$ cat src/rtl/rerp_pkg.sv
// Purpose: shared constants for the read error recovery policy block
// Assumes: 20 MHz controller clock, mode page bytes delivered by firmware
// Notes: offsets are register indices on the plain register port
package rerp_pkg;
  // ------------------------------------------------------------
  // Register map
  // ------------------------------------------------------------
  localparam logic [3:0] RERP_ADR_FLAGS = 4'h0;
  localparam logic [3:0] RERP_ADR_RD_RETRY = 4'h1;
  localparam logic [3:0] RERP_ADR_SPAN = 4'h2;
  localparam logic [3:0] RERP_ADR_HEAD_OFS = 4'h3;
  localparam logic [3:0] RERP_ADR_STROBE_OFS = 4'h4;
  localparam logic [3:0] RERP_ADR_WR_RETRY = 4'h5;
  localparam logic [3:0] RERP_ADR_TIME_LIMIT = 4'h6;
  localparam logic [3:0] RERP_ADR_CHANGEABLE = 4'h7;
  localparam logic [3:0] RERP_ADR_STATUS = 4'h8;
  localparam logic [3:0] RERP_ADR_SENSE_LBA = 4'h9;
  localparam logic [3:0] RERP_ADR_SENSE = 4'hA;
  // ------------------------------------------------------------
  // Flag byte field positions
  // ------------------------------------------------------------
  localparam int RERP_BIT_DCR = 0;
  localparam int RERP_BIT_DTE = 1;
  localparam int RERP_BIT_PER = 2;
  localparam int RERP_BIT_EEC = 3;
  localparam int RERP_BIT_RC = 4;
  localparam int RERP_BIT_TB = 5;
  // ------------------------------------------------------------
  // Reset values and limits
  // ------------------------------------------------------------
  localparam logic [7:0] RERP_RST_FLAGS = 8'h00;
  localparam logic [7:0] RERP_RST_RD_RETRY = 8'h0A;
  localparam logic [7:0] RERP_RST_WR_RETRY = 8'h04;
  localparam logic [7:0] RERP_RST_SPAN = 8'h0B;
  localparam logic [7:0] RERP_MAX_SPAN = 8'h14;
  localparam logic [7:0] RERP_RST_HEAD_OFS = 8'h02;
  localparam logic [7:0] RERP_RST_STROBE_OFS = 8'h02;
  localparam logic [7:0] RERP_MAX_STROBE_OFS = 8'h02;
  localparam logic [7:0] RERP_TIME_LIMIT = 8'h00;
  localparam logic [7:0] RERP_CHANGEABLE = 8'h3F;
  localparam logic [7:0] RERP_ON_TRACK_TRIES = 8'h04;
  localparam logic [7:0] RERP_EARLY_TRIES = 8'h01;
  localparam logic [15:0] RERP_INVALID_MAP = 16'hAE0C;
  // Sense keys / ASC: bad flag combination, recovered error, medium error
  localparam logic [3:0] RERP_KEY_ILLEGAL = 4'h5;
  localparam logic [7:0] RERP_ASC_INV_PARAM = 8'h26;
  localparam logic [3:0] RERP_KEY_RECOVERED = 4'h1;
  localparam logic [3:0] RERP_KEY_MEDIUM = 4'h3;
  // ------------------------------------------------------------
  // Sector recovery states and offset positions
  // ------------------------------------------------------------
  typedef enum logic [2:0] {
    RERP_IDLE = 3'b000,
    RERP_RETRY = 3'b001,
    RERP_CORRECT = 3'b011,
    RERP_DONE = 3'b010
  } rerp_state_t;
  typedef enum logic [1:0] {
    RERP_POS_CENTER = 2'b00,
    RERP_POS_HEAD = 2'b01,
    RERP_POS_STROBE = 2'b11
  } rerp_pos_t;
endpackage : rerp_pkg

$ cat src/rtl/rerp_step.sv
// Purpose: offset plan for one recovery attempt number
// Assumes: attempt counts from zero within one sector
// Notes: purely combinational
`timescale 1ns/100ps
`default_nettype none
module rerp_step (
  input wire logic [7:0] attempt,
  input wire logic [7:0] head_count,
  input wire logic [7:0] strobe_count,
  output rerp_pkg::rerp_pos_t pos,
  output logic neg_dir
);
  import rerp_pkg::*;
  logic [8:0] rel;
  // ------------------------------------------------------------
  // Position select
  // ------------------------------------------------------------
  always_comb begin
    rel = {1'b0, attempt} - {1'b0, RERP_ON_TRACK_TRIES};
    pos = RERP_POS_CENTER;
    neg_dir = 1'b0;
    if (attempt >= RERP_ON_TRACK_TRIES &&
        rel < {1'b0, head_count[7:1], 1'b0}) begin
      pos = RERP_POS_HEAD;
      neg_dir = rel[0];
    end else if (attempt >= RERP_ON_TRACK_TRIES &&
        rel < {1'b0, head_count[7:1], 1'b0} + {1'b0, strobe_count}) begin
      pos = RERP_POS_STROBE;
      neg_dir = rel[0];
    end
  end
endmodule : rerp_step
`default_nettype wire

$ cat src/rtl/rerp_core.sv
// Purpose: read/write error recovery policy for the drive controller
// Assumes: firmware loads mode page bytes over the register port
// Notes: sector status comes from the read channel on clk_sys
`timescale 1ns/100ps
`default_nettype none
// Operation
// - Post flag set: recovered errors reported, timing chosen by stop flag
// - Sense holds last recovered block or first unrecoverable block
// - Changeable values read one in all six flag bits (3Fh), post, stop and no-correction among them
// - Stop and post set: end at once with check condition
// - Stop flag clear: keep transferring after recoverable error
// - No-correction set: skip ECC, correctable error counts recoverable
// - Bad flag combination gives illegal request, invalid parameter field
// - Retry counts 0 to 255, defaults 10 read and 4 write
// - Correction span 11 to 20, zero means default 11
// - After four on-track tries, offset +1 and -1 pairs
// - Strobe offset count 0 to 2, default 2
// - Recovery time limit always reads 00h
// - Seven listed flag combinations are invalid
// - Without early correction all retries precede correction
// - Early correction uses a minimum retry count first
// - Unrecoverable error stops transfer in every mode except continuous read
// - Valid stop modes end transfer early on any error
// - Early flag decides whether retries are exhausted first
// - Pass-bad-block flag decides whether failing block is sent
// - Continuous read ignores flags, disables retries and correction
module rerp_core (
  input wire logic clk_sys,
  input wire logic reset,
  input wire logic [3:0] reg_addr,
  input wire logic [7:0] reg_wdata,
  input wire logic reg_wr,
  input wire logic reg_rd,
  output logic [7:0] reg_rdata,
  input wire logic sec_start,
  input wire logic sec_is_write,
  input wire logic [15:0] sec_lba,
  input wire logic try_done,
  input wire logic try_ok,
  input wire logic try_ecc_fixable,
  output logic try_req,
  output rerp_pkg::rerp_pos_t try_pos,
  output logic try_neg,
  output logic ecc_req,
  output logic [7:0] ecc_span,
  output logic sec_done,
  output logic sec_send,
  output logic xfer_stop,
  output logic check_cond,
  output logic param_reject
);
  import rerp_pkg::*;
  logic [7:0] flags_q, flags_d, rd_retry_q, rd_retry_d, wr_retry_q;
  logic [7:0] wr_retry_d, span_q, span_d, head_q, head_d, strobe_q;
  logic [7:0] strobe_d, rdata_q, rdata_d, att_q, att_d;
  logic [15:0] lba_q, lba_d, sense_lba_q, sense_lba_d;
  logic [3:0] key_q, key_d;
  logic [7:0] asc_q, asc_d;
  logic sense_fatal_q, sense_fatal_d, wr_op_q, wr_op_d;
  rerp_state_t st_q, st_d;
  logic try_req_q, try_req_d, ecc_q, ecc_d, done_q, done_d, send_q;
  logic send_d, stop_q, stop_d, chk_q, chk_d, rej_q, rej_d;
  rerp_pos_t pos_q, pos_d;
  logic neg_q, neg_d;
  logic rc, eec, per, stop_on_error_flag, no_correction_flag, tb, mode_ok;
  logic [7:0] limit;

  // Invalid mode table indexed by {early, post, stop, no-corr}
  function automatic logic mode_bad(input logic [7:0] f);
    logic [3:0] idx;
    idx = {f[RERP_BIT_EEC], f[RERP_BIT_PER], f[RERP_BIT_DTE],
           f[RERP_BIT_DCR]};
    return RERP_INVALID_MAP[idx];
  endfunction : mode_bad

  rerp_step u_step (
    .attempt(att_d),
    .head_count(head_q),
    .strobe_count(strobe_q),
    .pos(pos_d),
    .neg_dir(neg_d)
  );

  // ------------------------------------------------------------
  // Register port
  // ------------------------------------------------------------
  always_comb begin
    flags_d = flags_q;
    rd_retry_d = rd_retry_q;
    wr_retry_d = wr_retry_q;
    span_d = span_q;
    head_d = head_q;
    strobe_d = strobe_q;
    rej_d = 1'b0;
    rdata_d = 8'h00;
    if (reg_wr) begin
      unique case (reg_addr)
        RERP_ADR_FLAGS: begin
          if (mode_bad(reg_wdata) && !reg_wdata[RERP_BIT_RC])
            rej_d = 1'b1;
          else
            flags_d = reg_wdata & RERP_CHANGEABLE;
        end
        RERP_ADR_RD_RETRY: rd_retry_d = reg_wdata;
        RERP_ADR_WR_RETRY: wr_retry_d = reg_wdata;
        RERP_ADR_SPAN: begin
          if (reg_wdata == 8'h00)
            span_d = RERP_RST_SPAN;
          else if (reg_wdata < RERP_RST_SPAN || reg_wdata > RERP_MAX_SPAN)
            rej_d = 1'b1;
          else
            span_d = reg_wdata;
        end
        RERP_ADR_HEAD_OFS: head_d = reg_wdata;
        RERP_ADR_STROBE_OFS: begin
          if (reg_wdata > RERP_MAX_STROBE_OFS)
            rej_d = 1'b1;
          else
            strobe_d = reg_wdata;
        end
        default: ;
      endcase
    end
    if (reg_rd) begin
      unique case (reg_addr)
        RERP_ADR_FLAGS: rdata_d = flags_q;
        RERP_ADR_RD_RETRY: rdata_d = rd_retry_q;
        RERP_ADR_SPAN: rdata_d = span_q;
        RERP_ADR_HEAD_OFS: rdata_d = head_q;
        RERP_ADR_STROBE_OFS: rdata_d = strobe_q;
        RERP_ADR_WR_RETRY: rdata_d = wr_retry_q;
        RERP_ADR_TIME_LIMIT: rdata_d = RERP_TIME_LIMIT;
        RERP_ADR_CHANGEABLE: rdata_d = RERP_CHANGEABLE;
        RERP_ADR_STATUS: rdata_d = {4'h0, key_q};
        RERP_ADR_SENSE_LBA: rdata_d = sense_lba_q[7:0];
        RERP_ADR_SENSE: rdata_d = asc_q;
        default: rdata_d = 8'h00;
      endcase
    end
  end

  // ------------------------------------------------------------
  // Sector recovery sequencer
  // ------------------------------------------------------------
  always_comb begin
    rc = flags_q[RERP_BIT_RC] && !wr_op_q;
    eec = flags_q[RERP_BIT_EEC] && !rc;
    per = flags_q[RERP_BIT_PER] && !rc;
    stop_on_error_flag = flags_q[RERP_BIT_DTE] && !rc;
    no_correction_flag = flags_q[RERP_BIT_DCR] || rc;
    tb = flags_q[RERP_BIT_TB];
    mode_ok = !mode_bad(flags_q);
    limit = wr_op_q ? wr_retry_q : rd_retry_q;
    if (eec && limit > RERP_EARLY_TRIES)
      limit = RERP_EARLY_TRIES;
    if (rc)
      limit = 8'h00;
    st_d = st_q;
    att_d = att_q;
    lba_d = lba_q;
    wr_op_d = wr_op_q;
    sense_lba_d = sense_lba_q;
    sense_fatal_d = sense_fatal_q;
    key_d = rej_d ? RERP_KEY_ILLEGAL : key_q;
    asc_d = rej_d ? RERP_ASC_INV_PARAM : asc_q;
    try_req_d = 1'b0;
    ecc_d = 1'b0;
    done_d = 1'b0;
    send_d = 1'b0;
    stop_d = 1'b0;
    chk_d = rej_d;
    unique case (st_q)
      RERP_IDLE: begin
        if (sec_start) begin
          st_d = RERP_RETRY;
          att_d = 8'h00;
          lba_d = sec_lba;
          wr_op_d = sec_is_write;
          try_req_d = 1'b1;
        end
      end
      RERP_RETRY: begin
        if (try_done) begin
          if (try_ok) begin
            st_d = RERP_DONE;
            send_d = 1'b1;
            if (att_q != 8'h00) begin
              if (per && !sense_fatal_q) begin
                sense_lba_d = lba_q;
                key_d = RERP_KEY_RECOVERED;
              end
              if (per && stop_on_error_flag) begin
                stop_d = 1'b1;
                chk_d = 1'b1;
                send_d = tb;
              end
            end
          end else if (att_q < limit) begin
            att_d = att_q + 8'h01;
            try_req_d = 1'b1;
          end else if (try_ecc_fixable) begin
            // Correction off: a fixable error still counts as recovered
            st_d = RERP_CORRECT;
            ecc_d = !no_correction_flag;
          end else begin
            st_d = RERP_DONE;
            stop_d = !rc;
            chk_d = !rc;
            send_d = rc || tb;
            if (!rc && !sense_fatal_q) begin
              sense_lba_d = lba_q;
              sense_fatal_d = 1'b1;
              key_d = RERP_KEY_MEDIUM;
            end
          end
        end
      end
      RERP_CORRECT: begin
        st_d = RERP_DONE;
        send_d = 1'b1;
        if (per && !sense_fatal_q) begin
          sense_lba_d = lba_q;
          key_d = RERP_KEY_RECOVERED;
        end
        if (per && stop_on_error_flag && mode_ok) begin
          stop_d = 1'b1;
          chk_d = 1'b1;
          send_d = tb;
        end
      end
      RERP_DONE: begin
        st_d = RERP_IDLE;
        done_d = 1'b1;
      end
      default: st_d = RERP_IDLE;
    endcase
  end

  always_ff @(posedge clk_sys or posedge reset) begin
    if (reset) begin
      flags_q <= RERP_RST_FLAGS;
      rd_retry_q <= RERP_RST_RD_RETRY;
      wr_retry_q <= RERP_RST_WR_RETRY;
      span_q <= RERP_RST_SPAN;
      head_q <= RERP_RST_HEAD_OFS;
      strobe_q <= RERP_RST_STROBE_OFS;
      rdata_q <= 8'h00;
      rej_q <= 1'b0;
      st_q <= RERP_IDLE;
      att_q <= 8'h00;
      lba_q <= 16'h0000;
      wr_op_q <= 1'b0;
      sense_lba_q <= 16'h0000;
      sense_fatal_q <= 1'b0;
      key_q <= 4'h0;
      asc_q <= 8'h00;
      try_req_q <= 1'b0;
      ecc_q <= 1'b0;
      done_q <= 1'b0;
      send_q <= 1'b0;
      stop_q <= 1'b0;
      chk_q <= 1'b0;
      pos_q <= RERP_POS_CENTER;
      neg_q <= 1'b0;
    end else begin
      flags_q <= flags_d;
      rd_retry_q <= rd_retry_d;
      wr_retry_q <= wr_retry_d;
      span_q <= span_d;
      head_q <= head_d;
      strobe_q <= strobe_d;
      rdata_q <= rdata_d;
      rej_q <= rej_d;
      st_q <= st_d;
      att_q <= att_d;
      lba_q <= lba_d;
      wr_op_q <= wr_op_d;
      sense_lba_q <= sense_lba_d;
      sense_fatal_q <= sense_fatal_d;
      key_q <= key_d;
      asc_q <= asc_d;
      try_req_q <= try_req_d;
      ecc_q <= ecc_d;
      done_q <= done_d;
      send_q <= send_d;
      stop_q <= stop_d;
      chk_q <= chk_d;
      pos_q <= pos_d;
      neg_q <= neg_d;
    end
  end

  assign reg_rdata = rdata_q;
  assign try_req = try_req_q;
  assign try_pos = pos_q;
  assign try_neg = neg_q;
  assign ecc_req = ecc_q;
  assign ecc_span = span_q;
  assign sec_done = done_q;
  assign sec_send = send_q;
  assign xfer_stop = stop_q;
  assign check_cond = chk_q;
  assign param_reject = rej_q;
endmodule : rerp_core
`default_nettype wire

$ cat config.mk
export PLATFORM = sky130hd
export DESIGN_NAME = rerp_core
export DESIGN_NICKNAME = d
export VERILOG_FILES = /design/src/rtl/rerp_pkg.sv /design/src/rtl/rerp_step.sv /design/src/rtl/rerp_core.sv
export SDC_FILE = /design/constraint.sdc
export NUM_CORES = 1
export LEC_CHECK = 0
export BUFFER_PORTS_ARGS = -buffer_cell sky130_fd_sc_hd__buf_2
export CAP_MARGIN = 20
export CORE_MARGIN = 2
export CORE_UTILIZATION = 59
export CTS_CLUSTER_SIZE = 40
export DETAILED_ROUTE_END_ITERATION = 10
export PLACE_DENSITY = 0.79
export SETUP_SLACK_MARGIN = 0.4
export SYNTH_ARGS = -nofsm -noshare
export SYNTH_HDL_FRONTEND = slang
export SYNTH_SLANG_ARGS = --single-unit
$ cat constraint.sdc
create_clock -name clk_sys -period 5.9 [get_ports clk_sys]
set_input_delay 0.295 -clock clk_sys [delete_from_list [all_inputs] [get_ports clk_sys]]
set_output_delay 0.295 -clock clk_sys [all_outputs]
set_load 0.05 [all_outputs]
## After elaboration in Yosys (flattened, before gate mapping)

Memories as Yosys holds them, arrays and structs flattened.
Index checks and enable logic that the tools add are counted.

| word-level totals | value |
|---|---|
| memories | 2 |
| memory bits (writable) | 0 |
| output and inout port bits | 26 |
| latch bits | 0 |
| register bits | 114 |
| bits in read-only memories | 32 |

| cells by class | value |
|---|---|
| equal/unequal tests | 19 |
| divide/modulo/power cells | 0 |
| mux-type cells | 82 |
| reduce and logical (&&, ||, !) cells | 36 |
| $lt $le $gt $ge | 10 |
| $add $sub $neg | 3 |
| bitwise operators | 5 |
| shift operators | 0 |
| multipliers | 0 |

Memories:

| name | words | bits a word | rd ports | clocked after Yosys merged registers in | wr ports | RTL line | RTL |
|---|---|---|---|---|---|---|---|
| (name not given) | 16 | 1 | 1 | 0 | 0 | rerp_core.sv:73 | `return RERP_INVALID_MAP[idx];` |
| (name not given) | 16 | 1 | 1 | 0 | 0 | rerp_core.sv:73 |  |

Operators with widths:

| operator | number |
|---|---|
| $mux W16 | 7 |
| $mux W8 | 10 |
| $pmux W8 S10 | 1 |
| $mux W1 | 41 |
| $mux W4 | 8 |
| $pmux W16 S2 | 1 |
| $pmux W8 S2 | 1 |
| $eq A4 B3 Y1 const B | 3 |
| $eq A4 B4 Y1 const B | 3 |
| $logic_and A1 B1 Y1 | 12 |
| $mux W3 | 4 |
| $ne A3 B3 Y1 const B | 4 |
| $reduce_and A3 Y1 | 4 |
| $reduce_and A6 Y1 | 2 |
| $lt A4 B5 Y1 const B | 2 |
| $add A8 B8 Y9 | 1 |
| $lt A9 B8 Y1 | 1 |
| $lt A9 B9 Y1 | 1 |
| $pmux W3 S3 | 1 |
| $sub A8 B3 Y9 const B | 1 |
| $add A8 B1 Y8 const B | 1 |
| $eq A4 B2 Y1 const B | 2 |
| $ge A8 B3 Y1 const B | 1 |
| $gt A8 B1 Y1 const B | 1 |
| 21 further kinds | 42 |

## Longest topological paths before layout

| depth | value |
|---|---|
| depth in word-level cells | 17 |
| depth in mapped cells | 23 |
| depth with buffers taken out | 23 |

## Cells and area by module

Synthesis repeated with hierarchy kept, for this count alone.

| second synthesis, totals | value |
|---|---|
| cells, all modules | 562 |
| area total of the unflattened synthesis | 5681.7 µm² |

By module, submodules not included:

| module | cells an instance | area an instance (µm²) | seq. area each (µm²) | instances |
|---|---|---|---|---|
| rerp_core | 464 | 4926.0 | 2437.3 | 1 |
| rerp_step | 98 | 755.7 | 0.0 | 1 |

## Worst setup path before layout

No wires, ideal clock.

| path | value |
|---|---|
| path kind | reg2reg |
| start point | register wr_retry_q[5] |
| end point | register neg_q (netlist: try_neg) |
| data required time | 5.799 ns |
| arrival time | 4.813 ns |
| stages on the path, launching flop included | 23 |
| setup slack | 0.986 ns |
| clock period less this slack | 4.914 ns |
| path buffers | 0 |
| cell sequence | dfrtp_1 -> or4b_1 -> o22ai_2 -> nand2_1 -> a21oi_1 -> nand2_1 -> ha_1 -> a211oi_1 -> and3_1 -> a221o_1 -> nand2_1 -> o311a_1 -> a31oi_1 -> ha_1 -> inv_1 -> ha_1 -> o21a_1 -> o21ai_0 -> nand2b_1 -> a221o_1 -> a21oi_1 -> o22ai_1 -> o32ai_1 |

| between the ends | value |
|---|---|
| word-level cells in the longest chain between the ends | 15 |
| elaborated cells on any way between the ends | 18 |
| classes of those cells | 1 x add/sub; 5 x order compare; 9 x mux; 3 x reduce/logical |

RTL lines:

| what | RTL line | RTL |
|---|---|---|
| from (decl) | rerp_core.sv:53 | `logic [7:0] flags_q, flags_d, rd_retry_q, rd_retry_d, wr_retry_q;` |
| from (signal assigned) | rerp_core.sv:268 | `wr_retry_q <= wr_retry_d;` |
| $mux W8 * | rerp_core.sv:153 | `limit = wr_op_q ? wr_retry_q : rd_retry_q;` |
| $gt A8 B1 Y1 | rerp_core.sv:154 | `if (eec && limit > RERP_EARLY_TRIES)` |
| $logic_and A1 B1 Y1 | rerp_core.sv:154 |  |
| $mux W8 * | rerp_core.sv:154 |  |
| $mux W8 * | rerp_core.sv:156 | `if (rc)` |
| $lt A8 B8 Y1 * | rerp_core.sv:198 | `end else if (att_q < limit) begin` |
| $mux W8 * | rerp_core.sv:198 |  |
| $mux W8 * | rerp_core.sv:184 | `if (try_ok) begin` |
| $mux W8 * | rerp_core.sv:183 | `if (try_done) begin` |
| $pmux W8 S2 * | rerp_core.sv:172 | `unique case (st_q)` |
| $sub A8 B3 Y9 | rerp_step.sv:19 | `rel = {1'b0, attempt} - {1'b0, RERP_ON_TRACK_TRIES};` |
| $lt A9 B9 Y1 | rerp_step.sv:27 | `rel < {1'b0, head_count[7:1], 1'b0} + {1'b0, strobe_count}) begin` |
| $logic_and A1 B1 Y1 | rerp_step.sv:26 | `end else if (attempt >= RERP_ON_TRACK_TRIES &&` |
| $mux W1 | rerp_step.sv:26 |  |
| $mux W1 * | rerp_step.sv:22 | `if (attempt >= RERP_ON_TRACK_TRIES &&` |
| via neg_d | rerp_core.sv:64 | `logic neg_q, neg_d;` |
| to (signal assigned) | rerp_core.sv:289 | `neg_q <= neg_d;` |
| to (decl) | rerp_core.sv:64 |  |

Mark *: on every way through the listed nets, which the timed path passes. The rest lies on a longest branch.
A chain may end at the register's enable or synchronous reset.

## Worst setup path after layout

| path | value |
|---|---|
| start point | register wr_op_q |
| end point | register neg_q (netlist: try_neg) |

| between the ends | value |
|---|---|
| word-level cells in the longest chain between the ends | 17 |
| elaborated cells on any way between the ends | 22 |
| classes of those cells | 1 x add/sub; 5 x order compare; 9 x mux; 7 x reduce/logical |

RTL lines:

| what | RTL line | RTL |
|---|---|---|
| from (decl) | rerp_core.sv:59 | `logic sense_fatal_q, sense_fatal_d, wr_op_q, wr_op_d;` |
| from (signal assigned) | rerp_core.sv:277 | `wr_op_q <= wr_op_d;` |
| branches (longest 6 deep; another with $gt A8 B1 Y1) | - |  |
| $mux W8 * | rerp_core.sv:156 |  |
| $lt A8 B8 Y1 * | rerp_core.sv:198 |  |
| $mux W8 * | rerp_core.sv:198 |  |
| $mux W8 * | rerp_core.sv:184 |  |
| $mux W8 * | rerp_core.sv:183 |  |
| $pmux W8 S2 * | rerp_core.sv:172 |  |
| $sub A8 B3 Y9 | rerp_step.sv:19 |  |
| $lt A9 B9 Y1 | rerp_step.sv:27 |  |
| $logic_and A1 B1 Y1 | rerp_step.sv:26 |  |
| $mux W1 | rerp_step.sv:26 |  |
| $mux W1 * | rerp_step.sv:22 |  |
| via neg_d | rerp_core.sv:64 |  |

Mark *: on every way through the listed nets, which the timed path passes.

==> metrics.md <==
| Metric | Value |
|---|---|
| Status | `completed` |
| Clock Skews | `0.01009 ns` |
| Vias per cell | `6.194` |
| Fin crit share | `89.66%` |
| Setup_tns | `0 ns` |
| Adder-cell area share of the yosys netlist | `6.731%` |
| Layout cells sized above 1 | `24.92%` |
| Clock group share of total power | `19.8%` |
| Worst vdd ir | `0.2215 mV` |
| Slew headroom | `34.59%` |
| Initial Util | `61.27%` |
| Sw power | `0.9586 mW` |
| # IOs | `63` |
| Post-synth EDFFs | `0` |
| Clock Latency Late Sink | `0.37 ns` |
| Critical path's largest stage delay | `0.52 ns` |
| Maximum clock path buffer count | `2` |
| Mapped cell area | `5688 um2` |
| Port Buffers | `54` |
| R2R Setup Slk | `0.61 ns` |
| CTS Root Cell | `clkbuf_8` |
| Fmax achieved | `189.0 MHz` |
| Pre-CTS setup slack | `0.3734 ns` |
| WS Path Type | `flop to flop` |
| Cell leakage power | `2.922 nW` |
| Sequential Power Share | `40.7%` |
| Cell Int Power | `1.439 mW` |
| Most frequent CP cell | `ha_1` |
| # nets final | `700` |
| Final Hold Viols | `0` |
| Core area | `9284 um2` |
| Residual DRC count | `0` |
| Dpl hpwl | `10680 um` |
| Clock tree sinks | `97` |
| H-tree levels | `3` |
| Nature of the critical path endpoint | `flop` |
| Arr. time, crit path | `5.57 ns` |
| Slew Viols, Final | `0` |
| Chip Width | `102.2 um` |
| Worst R2R Start | `wr_op_q` |
| Num CTS Buffers | `9` |
| Synth-to-Final Area Change | `11.68%` |
| Worst Hold End | `lba_q[3]` |
| Final setup viols | `0` |
| Max-cap violations | `0` |
| CTS tree | `yes` |
| Crit Reg-Reg Endpoint | `try_neg` |
| Via Count | `4751` |
| Die area | `10440 um2` |
| Library cells used by synthesis | `63` |
| Critical path's top delay family | `compound AO/OA/AOI/OAI gates` |
| Die Y | `102.2 um` |
| Initial antenna violation count | `0` |
| Syn_area_per_cell | `9.756 um2` |
| ANT nets after route | `0` |
| Worst Hold Class | `primary input to flop` |
| Hold Startpoint | `sec_lba[3]` |
| Critical Path Source Type | `flop` |
| Post-synthesis compound-gate area fraction | `15.44%` |
| Worst Reg-to-Reg Cells | `22` |
| Mux contribution to synthesized area | `12.52%` |
| Diodes inserted | `0` |
| Slew @ Worst Pin | `0.9736 ns` |
| WL per Instance | `19.10 um` |
| Ys flop type | `dfrtp_1` |
| RSZ-0062 raised after global routing | `false` |
| # rows | `35` |
| Sw frac | `39.98%` |
| Largest net degree at the start of global routing | `62` |
| Grt total ovfl | `0` |
| WP data required | `6.18 ns` |
| Pwr per Cell Area | `377.5 nW/um2` |
| CP bufs+invs | `1` |
| First-pass iteration count of the detailed router | `5` |
| Final Wtd Congestion | `0.9075` |
| Share of flip-flops with an asynchronous set or reset | `100.0%` |
| Total GRT Usage | `29.08%` |
| CP Max Fanout | `9` |
| Routed WL | `14650 um` |
| FF+latch count, synth | `97` |
| Post-layout worst setup margin | `0.6103 ns` |
| Critical path cell sequence | `or4_1, o22ai_2, nand2_1, a21oi_4, nand2_1, ha_1, a211oi_1, and3_1, a221o_1, nand2_2, o311a_1, a31oi_2, ha_1, inv_1, ha_1, o21a_1, o21ai_0, nand2b_1, a221o_1, a21oi_1, o22ai_1, o32ai_2` |
| Syn. warnings | `0` |
| Synth Area in Simple Gates | `17.71%` |
| Largest family of logic cells by synthesized area | `simple AND/OR/NAND/NOR gates` |
| Vias in the first global route | `4527` |
| Slowest CP cell | `or4_1` |
| Initial DRC Count | `473` |
| Worst hold stages | `2` |
| Clk slew on worst S/H paths | `0.11 ns` |
| Post-Syn Instances | `583` |
| Register area share after synthesis | `42.85%` |
| Minimum clock period | `5.290 ns` |
| Xor and xnor area share after synthesis | `1.232%` |
| First-pass GRT wire length | `23220 um` |
| Syn nets | `650` |
| Comb pwr share | `39.5%` |
[registers in the layout, indices dropped and copies added (netlist names)]
name	count
asc_q	1
sense_fatal_q	1
param_reject	1
rd_retry_q	8
wr_retry_q	8
try_neg	1
try_req	1
key_q	4
sec_done	1
ecc_req	1
wr_op_q	1
att_q	8
sense_lba_q	8
reg_rdata	8
ecc_span	8
xfer_stop	1
head_q	8
try_pos	2
check_cond	1
st_q	2
sec_send	1
strobe_q	8
lba_q	8
flags_q	6
[cells in the mapped netlist, types with 6 or more instances]
master	instances	area share, %
dfrtp_1	89	39
a22oi_1	8	1.1
o21a_1	6	0.79
nor2b_1	16	1.8
xnor2_1	7	1.1
and2_1	9	0.99
clkbuf_1	19	1.3
ha_1	29	6.4
nand3_1	17	1.5
nand2b_1	11	1.2
nor2_1	52	3.4
nand2_1	57	3.8
a21oi_1	28	2.5
a21o_1	6	0.79
dfstp_2	8	3.7
mux2i_1	7	1.2
a31oi_1	7	0.77
inv_1	26	1.7
mux2_2	55	11
o21ai_0	33	2.9
[power groups by stage]
stage	Clock, mW	Sequential, mW	Combinational (mW)
floorplan	0	0.972	0.643
global placement	0	0.976	0.845
detailed placement	0	0.986	0.886
CTS	0.482	0.974	0.894
global route	0.513	0.995	1.03
finish	0.475	0.977	0.946
[cell usage in the layout, fill, tap and decap left out, drive strengths merged, types with 7 or more instances in the layout]
master	Yosys	final
dfrtp	89	89
buf	6	63
nand2	57	57
mux2	55	55
nor2	52	52
o21ai	33	33
inv	26	30
ha	29	29
a21oi	28	28
nand3	17	17
nor2b	16	16
nand2b	11	11
and2	9	9
clkbuf	19	9
a22oi	8	8
dfstp	8	8
xnor2	7	7
mux2i	7	7
a31oi	7	7
[cells by family (layout without fill, tap and decap cells)]
kind of cell	count (synthesis)	count (layout)
compound gates	130	130
simple gates	204	204
xor+xnor	8	8
flops	97	97
buf+inv	51	106
fa+ha+maj	30	30
mux	63	63
[layer usage]
layer | routed length, um | GRT usage [%]
met5 | 0 | 0
met4 | 236 | 8.615
met2 | 6852 | 43.98
met3 | 995 | 5.609
met1 | 6565 | 42.84
[final cells by class]
class                           instances  area, um2
Multi-Input combinational cell        435       3087
Inverter                               26      100.1
Timing Repair Buffer                   64      347.8
Fill cell                             746       2932
Sequential cell                        97       2439
Clock inverter                          7      93.84
Clock buffer                            9      123.9
Tap cell                              129      161.4
[worst max-delay path by stage]
| stage | startpoint | endpoint | slack (ns) | cells after the start |
|---|---|---|---|---|
| floorplan | wr_retry_q[5] | try_neg | 0.99 | 22 |
| global placement | wr_op_q | try_neg | 0.57 | 21 |
| detailed placement | wr_op_q | try_neg | 0.37 | 21 |
| CTS | wr_op_q | try_neg | 0.50 | 21 |
| global route | rd_retry_q[5] | try_neg | 0.35 | 21 |
| finish | wr_op_q | try_neg | 0.61 | 22 |
[per-stage QoR]
step	instance area (um2)	hold WS (ns)	instances	utilization, %	power, mW
floorplan	5688	0.4118	583	-	1.615
global placement	6050	0.3460	745	65.16	1.820
detailed placement	6050	0.3601	745	65.16	1.873
CTS	6282	0.1365	762	67.67	2.350
global route	6352	0.1315	767	68.42	2.540
finish	6352	0.1457	767	68.42	2.398
[repair_timing]
action,CTS,global route
hold buffers,1,0
resized for setup,2,6
pin swaps,0,3
setup buffers,0,5
hold endpoints to repair,33,0
setup endpoints to repair,2,3
No activity file was read; power rests on OpenSTA's default activity.
